## src/verilog/scc_pkg.sv

```systemverilog
package scc_pkg;
    // timing
    localparam int CLK_PERIOD_PS = 4000;
    localparam int MS_PS = 1000000000;
    localparam int CYCLES_PER_MS = MS_PS / CLK_PERIOD_PS;
    localparam int FAIL_PULSE_MS = 200;
    localparam int OBJ_FAIL_MS = 1000;
    localparam int TIMEOUT_UNIT_MS = 100;
    // register byte offsets
    localparam logic [7:0] REG_CTRL = 8'h00;
    localparam logic [7:0] REG_VLIM = 8'h04;
    localparam logic [7:0] REG_DLIM = 8'h08;
    localparam logic [7:0] REG_TIME = 8'h0c;
    localparam logic [7:0] REG_CMD = 8'h10;
    localparam logic [7:0] REG_STATUS = 8'h14;
    // reset values
    localparam logic [31:0] CTRL_RESET = 32'h0000_0000;
    localparam logic [31:0] VLIM_RESET = 32'h0000_5014;
    localparam logic [31:0] DLIM_RESET = 32'h0014_0c64;
    localparam logic [31:0] TIME_RESET = 32'h0064_0064;
    // ctrl fields
    localparam int CTRL_SMODE_LSB = 0;
    localparam int CTRL_UMODE_LSB = 2;
    localparam int CTRL_MMODE_LSB = 5;
    localparam int CTRL_PAIR_LSB = 8;
    // limit fields
    localparam int VLIM_LIVE_LSB = 8;
    localparam int DLIM_DV_LSB = 10;
    localparam int DLIM_ANG_LSB = 16;
    localparam int TIME_TOUT_LSB = 16;
    // synchronism modes
    localparam logic [1:0] SMODE_OFF = 2'h0;
    localparam logic [1:0] SMODE_ASYNC = 2'h1;
    localparam logic [1:0] SMODE_SYNC = 2'h2;
    // voltage check modes
    localparam logic [2:0] UMODE_BOTH_SIDES_DEAD = 3'h0;
    localparam logic [2:0] UMODE_REFERENCE_DEAD_COMPARISON_LIVE = 3'h1;
    localparam logic [2:0] UMODE_REFERENCE_LIVE_COMPARISON_DEAD = 3'h2;
    localparam logic [2:0] UMODE_DEAD_REF = 3'h3;
    localparam logic [2:0] UMODE_DEAD_CMP = 3'h4;
    localparam logic [2:0] UMODE_ONE_DEAD = 3'h5;
    localparam logic [2:0] UMODE_ALL = 3'h6;
    // measuring modes with two extra channels
    localparam logic [2:0] MMODE_TWO_FIRST = 3'h4;
    // stage 2 pair select
    localparam logic [1:0] PAIR_MAIN_SECOND = 2'h0;
    localparam logic [1:0] PAIR_MAIN_THIRD = 2'h1;
    localparam logic [1:0] PAIR_SECOND_THIRD = 2'h2;
    // geometry
    localparam int HALF_TURN_DEG = 180;
    localparam int FULL_TURN_DEG = 360;
    localparam int MHZ_MS_SCALE = 1000000;
    typedef enum logic [1:0] {ST_IDLE, ST_REQ, ST_FAIL, ST_CBWAIT} scc_state_type;
endpackage

```

## src/verilog/scc_stage_if.sv

```systemverilog
`timescale 1ns/1ps
interface scc_stage_if;
    logic tick;
    logic enable;
    logic bypass;
    logic [1:0] smode;
    logic [2:0] umode;
    logic [7:0] dead_lim;
    logic [7:0] live_lim;
    logic [9:0] df_lim;
    logic [5:0] dv_lim;
    logic [6:0] ang_lim;
    logic [9:0] cb_ms;
    logic [12:0] tout;
    logic [7:0] v_ref;
    logic [7:0] v_cmp;
    logic [15:0] f_ref;
    logic [15:0] f_cmp;
    logic [8:0] p_ref;
    logic [8:0] p_cmp;
    logic start;
    logic cb_closed;
    logic req;
    logic ok;
    logic fail;
    logic close;
    logic obj_fail;
    modport top (output tick, enable, bypass, smode, umode, dead_lim, live_lim, df_lim,
        dv_lim, ang_lim, cb_ms, tout, v_ref, v_cmp, f_ref, f_cmp, p_ref, p_cmp, start,
        cb_closed, input req, ok, fail, close, obj_fail);
    modport stage (input tick, enable, bypass, smode, umode, dead_lim, live_lim, df_lim,
        dv_lim, ang_lim, cb_ms, tout, v_ref, v_cmp, f_ref, f_cmp, p_ref, p_cmp, start,
        cb_closed, output req, ok, fail, close, obj_fail);
endinterface

```

## src/verilog/scc_stage.sv

```systemverilog
`timescale 1ns/1ps
module scc_stage (
    // clock and reset
    input wire logic hclk,
    input wire logic hresetn,
    // settings, measurements and results
    scc_stage_if.stage s
);
    scc_pkg::scc_state_type state;
    logic [19:0] cnt;
    logic close;
    logic obj_fail;
    wire ref_dead = s.v_ref < s.dead_lim;
    wire cmp_dead = s.v_cmp < s.dead_lim;
    wire ref_live = s.v_ref > s.live_lim;
    wire cmp_live = s.v_cmp > s.live_lim;
    wire [2:0] combo = {ref_live && cmp_dead, ref_dead && cmp_live, ref_dead && cmp_dead};
    wire [2:0] allowed = (s.umode == scc_pkg::UMODE_BOTH_SIDES_DEAD) ? 3'h1 :
        (s.umode == scc_pkg::UMODE_REFERENCE_DEAD_COMPARISON_LIVE) ? 3'h2 :
        (s.umode == scc_pkg::UMODE_REFERENCE_LIVE_COMPARISON_DEAD) ? 3'h4 :
        (s.umode == scc_pkg::UMODE_DEAD_REF) ? 3'h3 :
        (s.umode == scc_pkg::UMODE_DEAD_CMP) ? 3'h5 :
        (s.umode == scc_pkg::UMODE_ONE_DEAD) ? 3'h6 :
        (s.umode == scc_pkg::UMODE_ALL) ? 3'h7 : 3'h0;
    wire volt_ok = |(combo & allowed);
    // differences
    wire signed [16:0] df = $signed({1'b0, s.f_cmp}) - $signed({1'b0, s.f_ref});
    wire [15:0] df_abs = df[16] ? 16'(-df) : df[15:0];
    wire [7:0] dv_abs = (s.v_cmp > s.v_ref) ? s.v_cmp - s.v_ref : s.v_ref - s.v_cmp;
    wire signed [9:0] dp_raw = $signed({1'b0, s.p_cmp}) - $signed({1'b0, s.p_ref});
    // signed compare keeps a negative raw angle negative
    wire signed [9:0] half_turn = 10'(scc_pkg::HALF_TURN_DEG);
    wire signed [9:0] dp = (dp_raw > half_turn) ? dp_raw - 10'(scc_pkg::FULL_TURN_DEG) :
        (dp_raw < -half_turn) ? dp_raw + 10'(scc_pkg::FULL_TURN_DEG) : dp_raw;
    wire [8:0] dp_abs = dp[9] ? 9'(-dp) : dp[8:0];
    // live and all differences in limits
    wire diff_ok = ref_live && cmp_live && (df_abs <= {6'h00, s.df_lim}) &&
        (dv_abs <= {2'h0, s.dv_lim}) && (dp_abs <= {2'h0, s.ang_lim});
    wire crit_ok = (s.smode == scc_pkg::SMODE_OFF) ? volt_ok : diff_ok;
    wire sync_ok = s.bypass || crit_ok;
    // angle travelled during breaker time, scaled by one million
    wire [31:0] adv_scaled = 32'(df_abs) * 32'(s.cb_ms) * 32'(scc_pkg::FULL_TURN_DEG);
    wire [31:0] ang_scaled = 32'(dp_abs) * 32'(scc_pkg::MHZ_MS_SCALE);
    wire closing_in = (dp != 10'sh000) && (dp[9] != df[16]) && (df != 17'sh00000);
    wire sync_fire = s.bypass || (diff_ok && (dp == 10'sh000 ||
        (closing_in && ang_scaled <= adv_scaled)));
    wire fire = (s.smode == scc_pkg::SMODE_SYNC) ? sync_fire : sync_ok;
    wire [19:0] tout_ms = 20'(s.tout) * 20'(scc_pkg::TIMEOUT_UNIT_MS);
    wire cnt_hit_tout = cnt + 20'h00001 >= tout_ms;
    wire cnt_hit_fail = cnt + 20'h00001 >= 20'(scc_pkg::FAIL_PULSE_MS);
    wire cnt_hit_obj = cnt + 20'h00001 >= 20'(scc_pkg::OBJ_FAIL_MS);
    assign s.ok = sync_ok;
    assign s.req = state == scc_pkg::ST_REQ;
    assign s.fail = state == scc_pkg::ST_FAIL;
    assign s.close = close;
    assign s.obj_fail = obj_fail;
    always_ff @(posedge hclk or negedge hresetn) begin
        if (!hresetn) begin
            state <= scc_pkg::ST_IDLE;
            cnt <= 20'h00000;
            close <= 1'b0;
            obj_fail <= 1'b0;
        end else begin
            close <= 1'b0;
            obj_fail <= 1'b0;
            case (state)
                scc_pkg::ST_IDLE: begin
                    cnt <= 20'h00000;
                    if (s.start && s.enable) begin
                        state <= scc_pkg::ST_REQ;
                    end
                end
                scc_pkg::ST_REQ: begin
                    if (fire) begin
                        close <= 1'b1;
                        cnt <= 20'h00000;
                        state <= scc_pkg::ST_CBWAIT;
                    end else if (s.tick && cnt_hit_tout) begin
                        cnt <= 20'h00000;
                        state <= scc_pkg::ST_FAIL;
                    end else if (s.tick) begin
                        cnt <= cnt + 20'h00001;
                    end
                end
                scc_pkg::ST_FAIL: begin
                    if (s.tick && cnt_hit_fail) begin
                        state <= scc_pkg::ST_IDLE;
                    end else if (s.tick) begin
                        cnt <= cnt + 20'h00001;
                    end
                end
                default: begin
                    if (s.cb_closed) begin
                        state <= scc_pkg::ST_IDLE;
                    end else if (s.tick && cnt_hit_obj) begin
                        obj_fail <= 1'b1;
                        state <= scc_pkg::ST_IDLE;
                    end else if (s.tick) begin
                        cnt <= cnt + 20'h00001;
                    end
                end
            endcase
        end
    end
endmodule

```

## src/verilog/scc_sync_check.sv

```systemverilog
// Our own choices: the AHB-Lite register port and the register offsets.
`timescale 1ns/1ps
module scc_sync_check #(
    parameter int CYCLES_PER_MS = scc_pkg::CYCLES_PER_MS
) (
    // clock and reset
    input wire logic hclk,
    input wire logic hresetn,
    // ahb-lite slave
    input wire logic hsel,
    input wire logic [31:0] haddr,
    input wire logic [1:0] htrans,
    input wire logic hwrite,
    input wire logic [2:0] hsize,
    input wire logic [31:0] hwdata,
    input wire logic hready,
    output logic hreadyout,
    output logic hresp,
    output logic [31:0] hrdata,
    // measurement front end
    input wire logic meas_valid,
    input wire logic [7:0] main_line_to_line_voltage,
    input wire logic [7:0] second_channel_voltage,
    input wire logic [7:0] third_channel_voltage,
    input wire logic [15:0] main_freq,
    input wire logic [15:0] second_freq,
    input wire logic [15:0] third_freq,
    input wire logic [8:0] main_phase,
    input wire logic [8:0] second_phase,
    input wire logic [8:0] third_phase,
    // object control
    input wire logic [1:0] close_cmd,
    input wire logic [1:0] cb_closed,
    input wire logic [1:0] bypass,
    output logic [1:0] cb_close,
    output logic [1:0] object_fail,
    // output matrix
    output logic [1:0] sync_request,
    output logic [1:0] sync_ok,
    output logic [1:0] sync_fail
);
    logic [31:0] ctrl;
    logic [31:0] vlim;
    logic [31:0] dlim;
    logic [31:0] tim;
    logic [1:0] cmd_pulse;
    logic [7:0] wr_addr;
    logic wr_pend;
    logic [17:0] div_cnt;
    logic tick;
    logic [7:0] m_v [3];
    logic [15:0] m_f [3];
    logic [8:0] m_p [3];
    logic [1:0] req_w;
    logic [1:0] ok_w;
    logic [1:0] fail_w;
    logic [1:0] close_w;
    logic [1:0] objf_w;

    scc_stage_if st_if [2] ();

    // bus decode
    wire addr_phase = hsel && htrans[1] && hready;
    wire [7:0] rd_addr = haddr[7:0];
    wire rd_mapped = haddr[31:8] == 24'h000000;
    wire [1:0] smode = ctrl[scc_pkg::CTRL_SMODE_LSB +: 2];
    wire [2:0] umode = ctrl[scc_pkg::CTRL_UMODE_LSB +: 3];
    wire [2:0] mmode = ctrl[scc_pkg::CTRL_MMODE_LSB +: 3];
    wire [1:0] pair = ctrl[scc_pkg::CTRL_PAIR_LSB +: 2];
    wire [31:0] status = {22'h000000, objf_w, close_w, fail_w, ok_w, req_w};
    wire [31:0] rd_val = !rd_mapped ? 32'h0000_0000 :
        (rd_addr == scc_pkg::REG_CTRL) ? ctrl :
        (rd_addr == scc_pkg::REG_VLIM) ? vlim :
        (rd_addr == scc_pkg::REG_DLIM) ? dlim :
        (rd_addr == scc_pkg::REG_TIME) ? tim :
        (rd_addr == scc_pkg::REG_STATUS) ? status : 32'h0000_0000;
    wire wr_ctrl = wr_pend && wr_addr == scc_pkg::REG_CTRL;
    wire wr_vlim = wr_pend && wr_addr == scc_pkg::REG_VLIM;
    wire wr_dlim = wr_pend && wr_addr == scc_pkg::REG_DLIM;
    wire wr_time = wr_pend && wr_addr == scc_pkg::REG_TIME;
    wire wr_cmd = wr_pend && wr_addr == scc_pkg::REG_CMD;
    // second stage only with two extra channels
    wire stage2_en = mmode >= scc_pkg::MMODE_TWO_FIRST;
    wire [1:0] s2_ref = (pair == scc_pkg::PAIR_SECOND_THIRD) ? 2'h1 : 2'h0;
    wire [1:0] s2_cmp = (pair == scc_pkg::PAIR_MAIN_SECOND) ? 2'h1 : 2'h2;
    wire [1:0] tick_last = 2'h0;

    assign hreadyout = 1'b1;
    assign hresp = 1'b0;
    assign sync_request = req_w;
    assign sync_ok = ok_w;
    assign sync_fail = fail_w;
    assign tick = div_cnt == 18'(CYCLES_PER_MS - 1);

    always_ff @(posedge hclk or negedge hresetn) begin
        if (!hresetn) begin
            wr_pend <= 1'b0;
            wr_addr <= 8'h00;
            hrdata <= 32'h0000_0000;
        end else begin
            wr_pend <= addr_phase && hwrite && rd_mapped;
            wr_addr <= rd_addr;
            if (addr_phase && !hwrite) begin
                hrdata <= rd_val;
            end
        end
    end

    always_ff @(posedge hclk or negedge hresetn) begin
        if (!hresetn) begin
            ctrl <= scc_pkg::CTRL_RESET;
            vlim <= scc_pkg::VLIM_RESET;
            dlim <= scc_pkg::DLIM_RESET;
            tim <= scc_pkg::TIME_RESET;
        end else begin
            if (wr_ctrl) begin
                ctrl <= {22'h000000, hwdata[9:0]};
            end
            if (wr_vlim) begin
                vlim <= {16'h0000, hwdata[15:0]};
            end
            if (wr_dlim) begin
                dlim <= {9'h000, hwdata[22:0]};
            end
            if (wr_time) begin
                tim <= {3'h0, hwdata[28:16], 6'h00, hwdata[9:0]};
            end
        end
    end

    // software or pin close becomes request
    always_ff @(posedge hclk or negedge hresetn) begin
        if (!hresetn) begin
            cmd_pulse <= 2'h0;
        end else begin
            cmd_pulse <= (wr_cmd ? hwdata[1:0] : 2'h0) | close_cmd;
        end
    end

    always_ff @(posedge hclk or negedge hresetn) begin
        if (!hresetn) begin
            div_cnt <= 18'h00000;
        end else if (tick) begin
            div_cnt <= 18'h00000;
        end else begin
            div_cnt <= div_cnt + 18'h00001;
        end
    end

    always_ff @(posedge hclk or negedge hresetn) begin
        if (!hresetn) begin
            for (int i = 0; i < 3; i++) begin
                m_v[i] <= 8'h00;
                m_f[i] <= 16'h0000;
                m_p[i] <= 9'h000;
            end
        end else if (meas_valid) begin
            m_v[0] <= main_line_to_line_voltage;
            m_v[1] <= second_channel_voltage;
            m_v[2] <= third_channel_voltage;
            m_f[0] <= main_freq;
            m_f[1] <= second_freq;
            m_f[2] <= third_freq;
            m_p[0] <= main_phase;
            m_p[1] <= second_phase;
            m_p[2] <= third_phase;
        end
    end

    always_ff @(posedge hclk or negedge hresetn) begin
        if (!hresetn) begin
            cb_close <= 2'h0;
            object_fail <= 2'h0;
        end else begin
            cb_close <= close_w;
            object_fail <= objf_w;
        end
    end

    genvar g;
    generate
        for (g = 0; g < 2; g++) begin : gen_stage
            // stage 1 fixed main against second
            wire [1:0] ri = (g == 0) ? tick_last : s2_ref;
            wire [1:0] ci = (g == 0) ? 2'h1 : s2_cmp;
            assign st_if[g].tick = tick;
            assign st_if[g].enable = (g == 0) ? 1'b1 : stage2_en;
            assign st_if[g].bypass = bypass[g];
            assign st_if[g].smode = smode;
            assign st_if[g].umode = umode;
            assign st_if[g].dead_lim = vlim[7:0];
            assign st_if[g].live_lim = vlim[scc_pkg::VLIM_LIVE_LSB +: 8];
            assign st_if[g].df_lim = dlim[9:0];
            assign st_if[g].dv_lim = dlim[scc_pkg::DLIM_DV_LSB +: 6];
            assign st_if[g].ang_lim = dlim[scc_pkg::DLIM_ANG_LSB +: 7];
            assign st_if[g].cb_ms = tim[9:0];
            assign st_if[g].tout = tim[scc_pkg::TIME_TOUT_LSB +: 13];
            assign st_if[g].v_ref = m_v[ri];
            assign st_if[g].v_cmp = m_v[ci];
            assign st_if[g].f_ref = m_f[ri];
            assign st_if[g].f_cmp = m_f[ci];
            assign st_if[g].p_ref = m_p[ri];
            assign st_if[g].p_cmp = m_p[ci];
            assign st_if[g].start = cmd_pulse[g];
            assign st_if[g].cb_closed = cb_closed[g];
            assign req_w[g] = st_if[g].req;
            assign ok_w[g] = st_if[g].ok && st_if[g].enable;
            assign fail_w[g] = st_if[g].fail;
            assign close_w[g] = st_if[g].close;
            assign objf_w[g] = st_if[g].obj_fail;
            scc_stage u_stage (
                .hclk(hclk),
                .hresetn(hresetn),
                .s(st_if[g])
            );
        end
    endgenerate
endmodule

```

## config.mk

```make
export PLATFORM = sky130hd
export DESIGN_NAME = scc_sync_check
export DESIGN_NICKNAME = d
export VERILOG_FILES = /design/src/verilog/scc_pkg.sv /design/src/verilog/scc_stage_if.sv /design/src/verilog/scc_stage.sv /design/src/verilog/scc_sync_check.sv
export SDC_FILE = /design/constraint.sdc
export NUM_CORES = 2
export LEC_CHECK = 0
export ABC_AREA = 1
export BUFFER_PORTS_ARGS = -buffer_cell sky130_fd_sc_hd__buf_2
export CORE_MARGIN = 3
export CORE_UTILIZATION = 58
export DETAILED_ROUTE_END_ITERATION = 8
export PLACE_DENSITY = 0.79
export SLEW_MARGIN = 20
export SYNTH_ARGS = -nofsm -noshare
export SYNTH_HDL_FRONTEND = slang
export SYNTH_SLANG_ARGS = --single-unit
export TNS_END_PERCENT = 10
```

## constraint.sdc

```tcl
create_clock -name hclk -period 11.3 [get_ports hclk]
set_clock_uncertainty 0.1 [all_clocks]
set_input_delay 1.695 -clock hclk [delete_from_list [all_inputs] [get_ports hclk]]
set_output_delay 1.695 -clock hclk [all_outputs]
set_load 0.1 [all_outputs]
```

# [Word-level counts from Yosys, hierarchy flattened]
# Cells that the tools add are included.
[totals] regBits=284 input_bits=180 out_inout_bits=44 word_cells=283
[classes] add_sub_neg=19 reduce_logical=71 multipliers=7 muxes=87 magnitude_cmp=31 n_bitwise=5 n_eq_ne=35
[op_table] op="two-way mux 20 bit" count=12
[op_table] op="two-way mux 29 bit" count=5
[op_table] op="case mux 20 bit (3 select lines)" count=2
[op_table] op="two-way mux 16 bit" count=6
[op_table] op="binary-select mux 16 bit (select 2 bit)" count=2
[op_table] op="<= comparator 29 x 32 -> 1 bit" count=2
[op_table] op="multiplier 26 x 6 -> 29 bit, second input constant" count=2
[op_table] op="two-way mux 9 bit" count=6
[op_table] op="multiplier 16 x 10 -> 26 bit" count=2
[op_table] op="two-way mux 10 bit" count=5
[op_table] op="> comparator 8 bit" count=6
[op_table] op="two-way mux 8 bit" count=6
[op_table] op="multiplier 9 x 14 -> 23 bit, second input constant" count=2
[op_table] op="adder 20 x 1 -> 20 bit, second input constant" count=2
[op_table] op="greater-or-equal comparator 20 x 10 -> 1 bit, second input constant" count=2
[op_table] op="greater-or-equal comparator 20 bit" count=2
[op_table] op="greater-or-equal comparator 20 x 8 -> 1 bit, second input constant" count=2
[op_table] op="logical AND 1 bit" count=40
[op_table] op="binary-select mux 9 bit (select 2 bit)" count=2
[op_table] op="nonzero test 17 bit" count=2
[op_table] op="subtractor 16 x 16 -> 17 bit" count=2
[op_table] op="binary-select mux 8 bit (select 2 bit)" count=2
[op_table] op="== test 8 x 4 -> 1 bit, second input constant" count=4
[op_table] op="<= comparator 16 x 10 -> 1 bit" count=2
[op_table] op="other kinds (49)" count=135

# [Longest topological paths before layout]
[depth] depth_word=23 mapped_depth=78

# [Cells and area by module]
# A second synthesis with hierarchy kept.
[hier_totals] hier_cells=6180 area_unflattened_um2=46473.3
[modules_own_cells] mod="scc_stage at gen_stage[0].u_stage" area_per_inst_um2=18029.8 seq_area_each_um2=600.6 cells_each=2486 instances=1
[modules_own_cells] mod="scc_stage at gen_stage[1].u_stage" area_per_inst_um2=17827.1 seq_area_each_um2=600.6 cells_each=2456 instances=1
[modules_own_cells] mod="scc_sync_check" area_per_inst_um2=10616.4 seq_area_each_um2=5851.9 cells_each=1238 instances=1

# [Worst setup path after synthesis]
# OpenSTA, ideal clock, no wires.
[synth_path] kind="reg2reg" start="register ctrl[8]" end="register gen_stage[1].u_stage.cnt[14]" arrival_time_ns=11.726 required_ns=11.134 path_slack_ns=-0.592 n_path_buf=4 synth_period_minus_slack_ns=11.892 setup_time_ns=0.066 path_stages_with_launch=66 cell_sequence="dfrtp_1 > nor2_1 > clkbuf_1 > clkbuf_1 > nand2_1 > o21ai_0 > ha_1 > inv_1 > fa_1 > nand2_1 > o21ai_1 > nand2_1 > nand2_1 > nand4_1 > nand2_2 > inv_2 > buf_1 > o21ai_0 > [30 not listed] > a31oi_1 > o21ai_0 > xor2_1 > ha_1 > nand2_1 > nor3_1 > nand3_1 > o21ai_0 > o31ai_1 > nand2_1 > nand2_1 > nand2_2 > nand2_2 > nand2_4 > nand2_4 > buf_8 > nand3_2 > nand2_1"
[synth_via] elab_chain_len=21 word_cells_on_any_way=75 classes_between="add/sub (8); mul (3); order compare (11); eq/ne (2); mux (29); bitwise (3); reduce/logical (19)"
[synth_rtl] item="start: declaration" line="scc_sync_check.sv:42" text="logic [31:0] ctrl;"
[synth_rtl] item="start signal: assignment" line="scc_sync_check.sv:111" text="ctrl <= scc_pkg::CTRL_RESET;"
[synth_rtl] item="start signal: assignment" line="scc_sync_check.sv:117" text="ctrl <= {22'h000000, hwdata[9:0]};"
[synth_rtl] item="branches (longest 18 deep; another with <= comparator 29 x 32 -> 1 bit)"
[synth_rtl] item="two-way mux 1 bit (*)" line="scc_stage.sv:47" text="wire fire = (s.smode == scc_pkg::SMODE_SYNC) ? sync_fire : sync_ok;"
[synth_rtl] item="two-way mux 20 bit (*)" line="scc_stage.sv:74" text="if (fire) begin"
[synth_rtl] item="case mux 20 bit (3 select lines) (*)" line="scc_stage.sv:66" text="case (state)"
[synth_rtl] item="end signal: assignment" line="scc_stage.sv:82" text="cnt <= cnt + 20'h00001;"
[synth_rtl] item="end signal: assignment" line="scc_stage.sv:89" text="cnt <= cnt + 20'h00001;"
[synth_rtl] item="end signal: assignment" line="scc_stage.sv:99" text="cnt <= cnt + 20'h00001;"
[synth_rtl] item="end: declaration" line="scc_stage.sv:10" text="logic [19:0] cnt;"
# Mark *: on every way between the ends. The select of a mux whose other input is x is not followed.
# A chain may end at the register's enable or synchronous reset.

# [Final worst setup path]
[layout_path] start="register ctrl[8]" end="register gen_stage[1].u_stage.state[1]"
[layout_via] elab_chain_len=21 word_cells_on_any_way=77 classes_between="add/sub (8); mul (3); order compare (11); eq/ne (3); mux (29); bitwise (3); reduce/logical (20)"
[layout_rtl] item="branches (longest 18 deep; another with <= comparator 29 x 32 -> 1 bit)"
[layout_rtl] item="two-way mux 1 bit (*)" line="scc_stage.sv:47"
[layout_rtl] item="!= test 3 bit (no line) or two-way mux 2 bit (tied branches)"
[layout_rtl] item="AND reduction 4 bit (no line) or case mux 2 bit (3 select lines) (tied branches)"
[layout_rtl] item="end signal: assignment" line="scc_stage.sv:59" text="state <= scc_pkg::ST_IDLE;"
[layout_rtl] item="end signal: assignment" line="scc_stage.sv:70" text="state <= scc_pkg::ST_REQ;"
[layout_rtl] item="end signal: assignment" line="scc_stage.sv:77" text="state <= scc_pkg::ST_CBWAIT;"
[layout_rtl] item="end: declaration" line="scc_stage.sv:9" text="scc_pkg::scc_state_type state;"
# Marked as above.

==> flow_summary.ini <==
[floorplan]
design.die.area_sq_mm = 0.0789
design.portCount = 224
dieHeight_um = 281
initial_core_util_pct = 58.7
num_rows = 100
die_width_um = 281
core_region_area_sq_mm = 0.0746

[layout]
area_growth_syn_to_layout_pct = 25.8
most_common_library_cell_in_the_layout_ignoring_fill_and_taps = sky130_fd_sc_hd__nand2_1
final_core_util_pct = 73.9
final_net_count = 7816
num-fill-cells = 5238
post_route_cells_drive_above_1_share_pct = 24.5
final_area_sq_mm = 0.0551
most-common-layout-cells = sky130_fd_sc_hd__nand2_1 (1094), sky130_fd_sc_hd__inv_1 (1035), sky130_fd_sc_hd__buf_4 (668)
insertedDiodeCount = 0

[setup_path]
worst-r2r-setup-slack_ns = -0.64
critical_path_class = reg -> reg
critical_path.reg2reg.endpoint = gen_stage[1].u_stage.state[1]
critPathMaxStageDelay_ns = 0.61
critical-path-slowest-cell = sky130_fd_sc_hd__fa_1
startpoint_type = register
critical_path_peak_fanout = 8
critPathCaptureType = register
required_arrival_time_at_the_worst_endpoint_ns = 11.70
r2r_cells = 65
timing.critical_path.arrival_ns = 12.34
timing.rr.start = ctrl[8]

[timing]
min_period_ns = 11.94
timing_max_transition_violations_final = 0
max_freq_mhz = 83.7
tightestPinTransition_ns = 1.05
slew-limit-headroom_pct = 29.3
grt_setup_unrepaired = true
setup_ws_ns = -0.640
setup_tns_final_ns = -22.82
hold_viol = 0
period_share_pct = 106
hold_slack_ns = 0.372
setup_violations = 46

[yosys]
syn_area_per_cell_sq_um = 7.63
synth_async_sr_flop_share_pct = 100
synth_seq_cells = 281
ys.flop_type = sky130_fd_sc_hd__dfrtp_1
synth_sequential_area_ratio_pct = 16.1
synth_cell_types = 79
synth_enable_flop_cells = 0
yosysWarningCount = 0
synthesis.instances = 5743
mappedNetlistArea_sq_mm = 0.0438

[cts]
clk_transition_reported_paths_ns = 0.07
clk_path_buf_depth = 3
clock_tree_from_tritoncts = done
cts-buffers-inserted = 29
cts.htree.levels = 1
cts_root_buf = sky130_fd_sc_hd__clkbuf_16
numClockSinks = 281
post_cts_hold_buffer_count = 0
clkLatencyLatePin_ns = 0.61

[run_status]
run_status = finished with violations
violated_checks = negative setup slack

[placement]
post_dp_cell_area_sq_mm = 0.0503
place_hpwl_mm = 106
numPortBuffers = 211
globalplace.congestion = 1.01

[drt]
via_count = 42979
via_density_per_instance = 5.67
dr.pass1.iters = 7
detail-route-antenna-nets = 0
detail_route.wl_per_cell_um = 18.8
drt_iter0_markers = 3842
wirelength_mm = 143
post-route-drc-count = 0

[hold_path]
worst_hold_startpoint = div_cnt[0]
hp-class = reg -> reg
hold_end = div_cnt[0]
hold-path-cell-count = 1

[global_routing]
gr-total-overflow = 0
first_global_vias = 41826
maximum_number_of_pins_on_one_net_before_global_route_repair = 88
grt_antenna_before_repair = 1
wire_length_of_the_first_global_routing_pass_mm = 212
groute.usage.overall_pct = 33.4

[flow_run]
maxCapViolCount = 0
[critical path, delay by kind of cell (launching register included)]
kind / cells / cell delay (ns)
compound gates: 14 / 2.13
flops: 1 / 0.43
simple gates: 21 / 1.81
fa+ha+maj: 13 / 5.25
xor+xnor: 3 / 0.57
buf+inv: 14 / 1.50
[state kept, by name, indices dropped and copies added, names as in the netlist]
register                      count
cb_close                          2
cmd_pulse                         2
ctrl                             10
div_cnt                          18
dlim                             23
gen_stage.u_stage.cnt            40
gen_stage.u_stage.s.close         2
gen_stage.u_stage.s.obj_fail      2
gen_stage.u_stage.state           4
hrdata                           29
m_f                              48
m_p                              27
m_v                              24
object_fail                       2
tim                              23
vlim                             16
wr_addr                           8
wr_pend                           1
[layer usage]
| metal | global-route usage (%) | part of all wire, % | wire length (um) | up-vias |
|---|---|---|---|---|
| li1 | - | - | - | 19959 |
| met3 | 5.03 | 8.8 | 12600 | 630 |
| met4 | 15.4 | 6.6 | 9370 | 2 |
| met5 | 0 | 0.0049 | 7 | - |
| met2 | 54.6 | 46 | 65500 | 2038 |
| met1 | 43.7 | 39 | 55100 | 20350 |
[worst max-delay path by stage]
stage | cells past startpoint | endpoint | startpoint | slack [ns]
after global routing | 67 | gen_stage[1].u_stage.state[0] | ctrl[9] | -1.10
final | 65 | gen_stage[1].u_stage.state[1] | ctrl[8] | -0.64
after CTS | 68 | gen_stage[1].u_stage.state[1] | ctrl[9] | -0.31
after global placement | 63 | gen_stage[1].u_stage.cnt[3] | ctrl[9] | -0.87
after detailed placement | 60 | gen_stage[1].u_stage.cnt[2] | ctrl[9] | -1.09
after floorplan | 65 | gen_stage[1].u_stage.cnt[14] | ctrl[8] | 0.02
[logic make-up (layout without fill, tap and decap cells)]
kind of cell | after synthesis | count (layout) | share of synthesized area [%]
DFF | 281 | 281 | 16.1
other | 2 | 5 | 0.0171
muxes | 32 | 32 | 0.808
AOI/OAI and AO/OA | 872 | 872 | 11.1
adders and majority gates | 1051 | 1051 | 36.3
buffers and inverters | 1251 | 2110 | 10.9
xor gates and xnor gates | 240 | 240 | 5.01
and+or+nand+nor | 2014 | 2017 | 19.7
[repair_timing]
| item | CTS | global route |
|---|---|---|
| gates cloned | 3 | 2 |
| gates resized for setup | 272 | 370 |
| setup endpoints to repair | 46 | 46 |
| buffers inserted | 42 | 52 |
| pin swaps | 159 | 261 |
[synthesized netlist by cell type (15+ instances only)]
library cell,n,area [sq um]
sky130_fd_sc_hd__a211oi_1,17,128
sky130_fd_sc_hd__a21oi_1,298,1490
sky130_fd_sc_hd__clkbuf_1,98,368
sky130_fd_sc_hd__dfrtp_1,264,6610
sky130_fd_sc_hd__dfstp_2,17,447
sky130_fd_sc_hd__fa_1,367,7350
sky130_fd_sc_hd__ha_1,684,8560
sky130_fd_sc_hd__inv_1,1105,4150
sky130_fd_sc_hd__inv_2,15,56.3
sky130_fd_sc_hd__mux2_2,27,304
sky130_fd_sc_hd__nand2_1,1165,4370
sky130_fd_sc_hd__nand2_2,34,213
sky130_fd_sc_hd__nand3_1,195,976
sky130_fd_sc_hd__nand3_2,30,300
sky130_fd_sc_hd__nand3b_1,17,128
sky130_fd_sc_hd__nand4_1,51,319
sky130_fd_sc_hd__nor2_1,409,1540
sky130_fd_sc_hd__nor3_1,38,190
sky130_fd_sc_hd__nor4_1,22,138
sky130_fd_sc_hd__o211ai_1,15,113
sky130_fd_sc_hd__o21ai_0,392,1960
sky130_fd_sc_hd__o21ai_1,15,75.1
sky130_fd_sc_hd__o21bai_1,30,225
sky130_fd_sc_hd__xnor2_1,77,674
sky130_fd_sc_hd__xor2_1,152,1330
[layout make-up]
type                       count  area, sq um  share of cell area, %
inverter                    1129         4270                   7.76
clock inverter                19          268                  0.486
sequential                   281         7060                   12.8
clock buffer                  35          778                   1.41
timing repair buffer         927         6730                   12.2
tap                          969         1210                   2.20
multi-input combinational   4217        34800                   63.1
[per-stage QoR]
step	setup slack (ns)	std cells
after floorplan	0.0152	5746
after detailed placement	-1.09	7426
after global placement	-0.875	7426
after CTS	-0.310	7525
after global routing	-1.10	7577
final	-0.640	7577
Power is left out: the tool's default activity adds up to more than one toggle a clock period on the data nets, which glitch-free logic cannot reach.
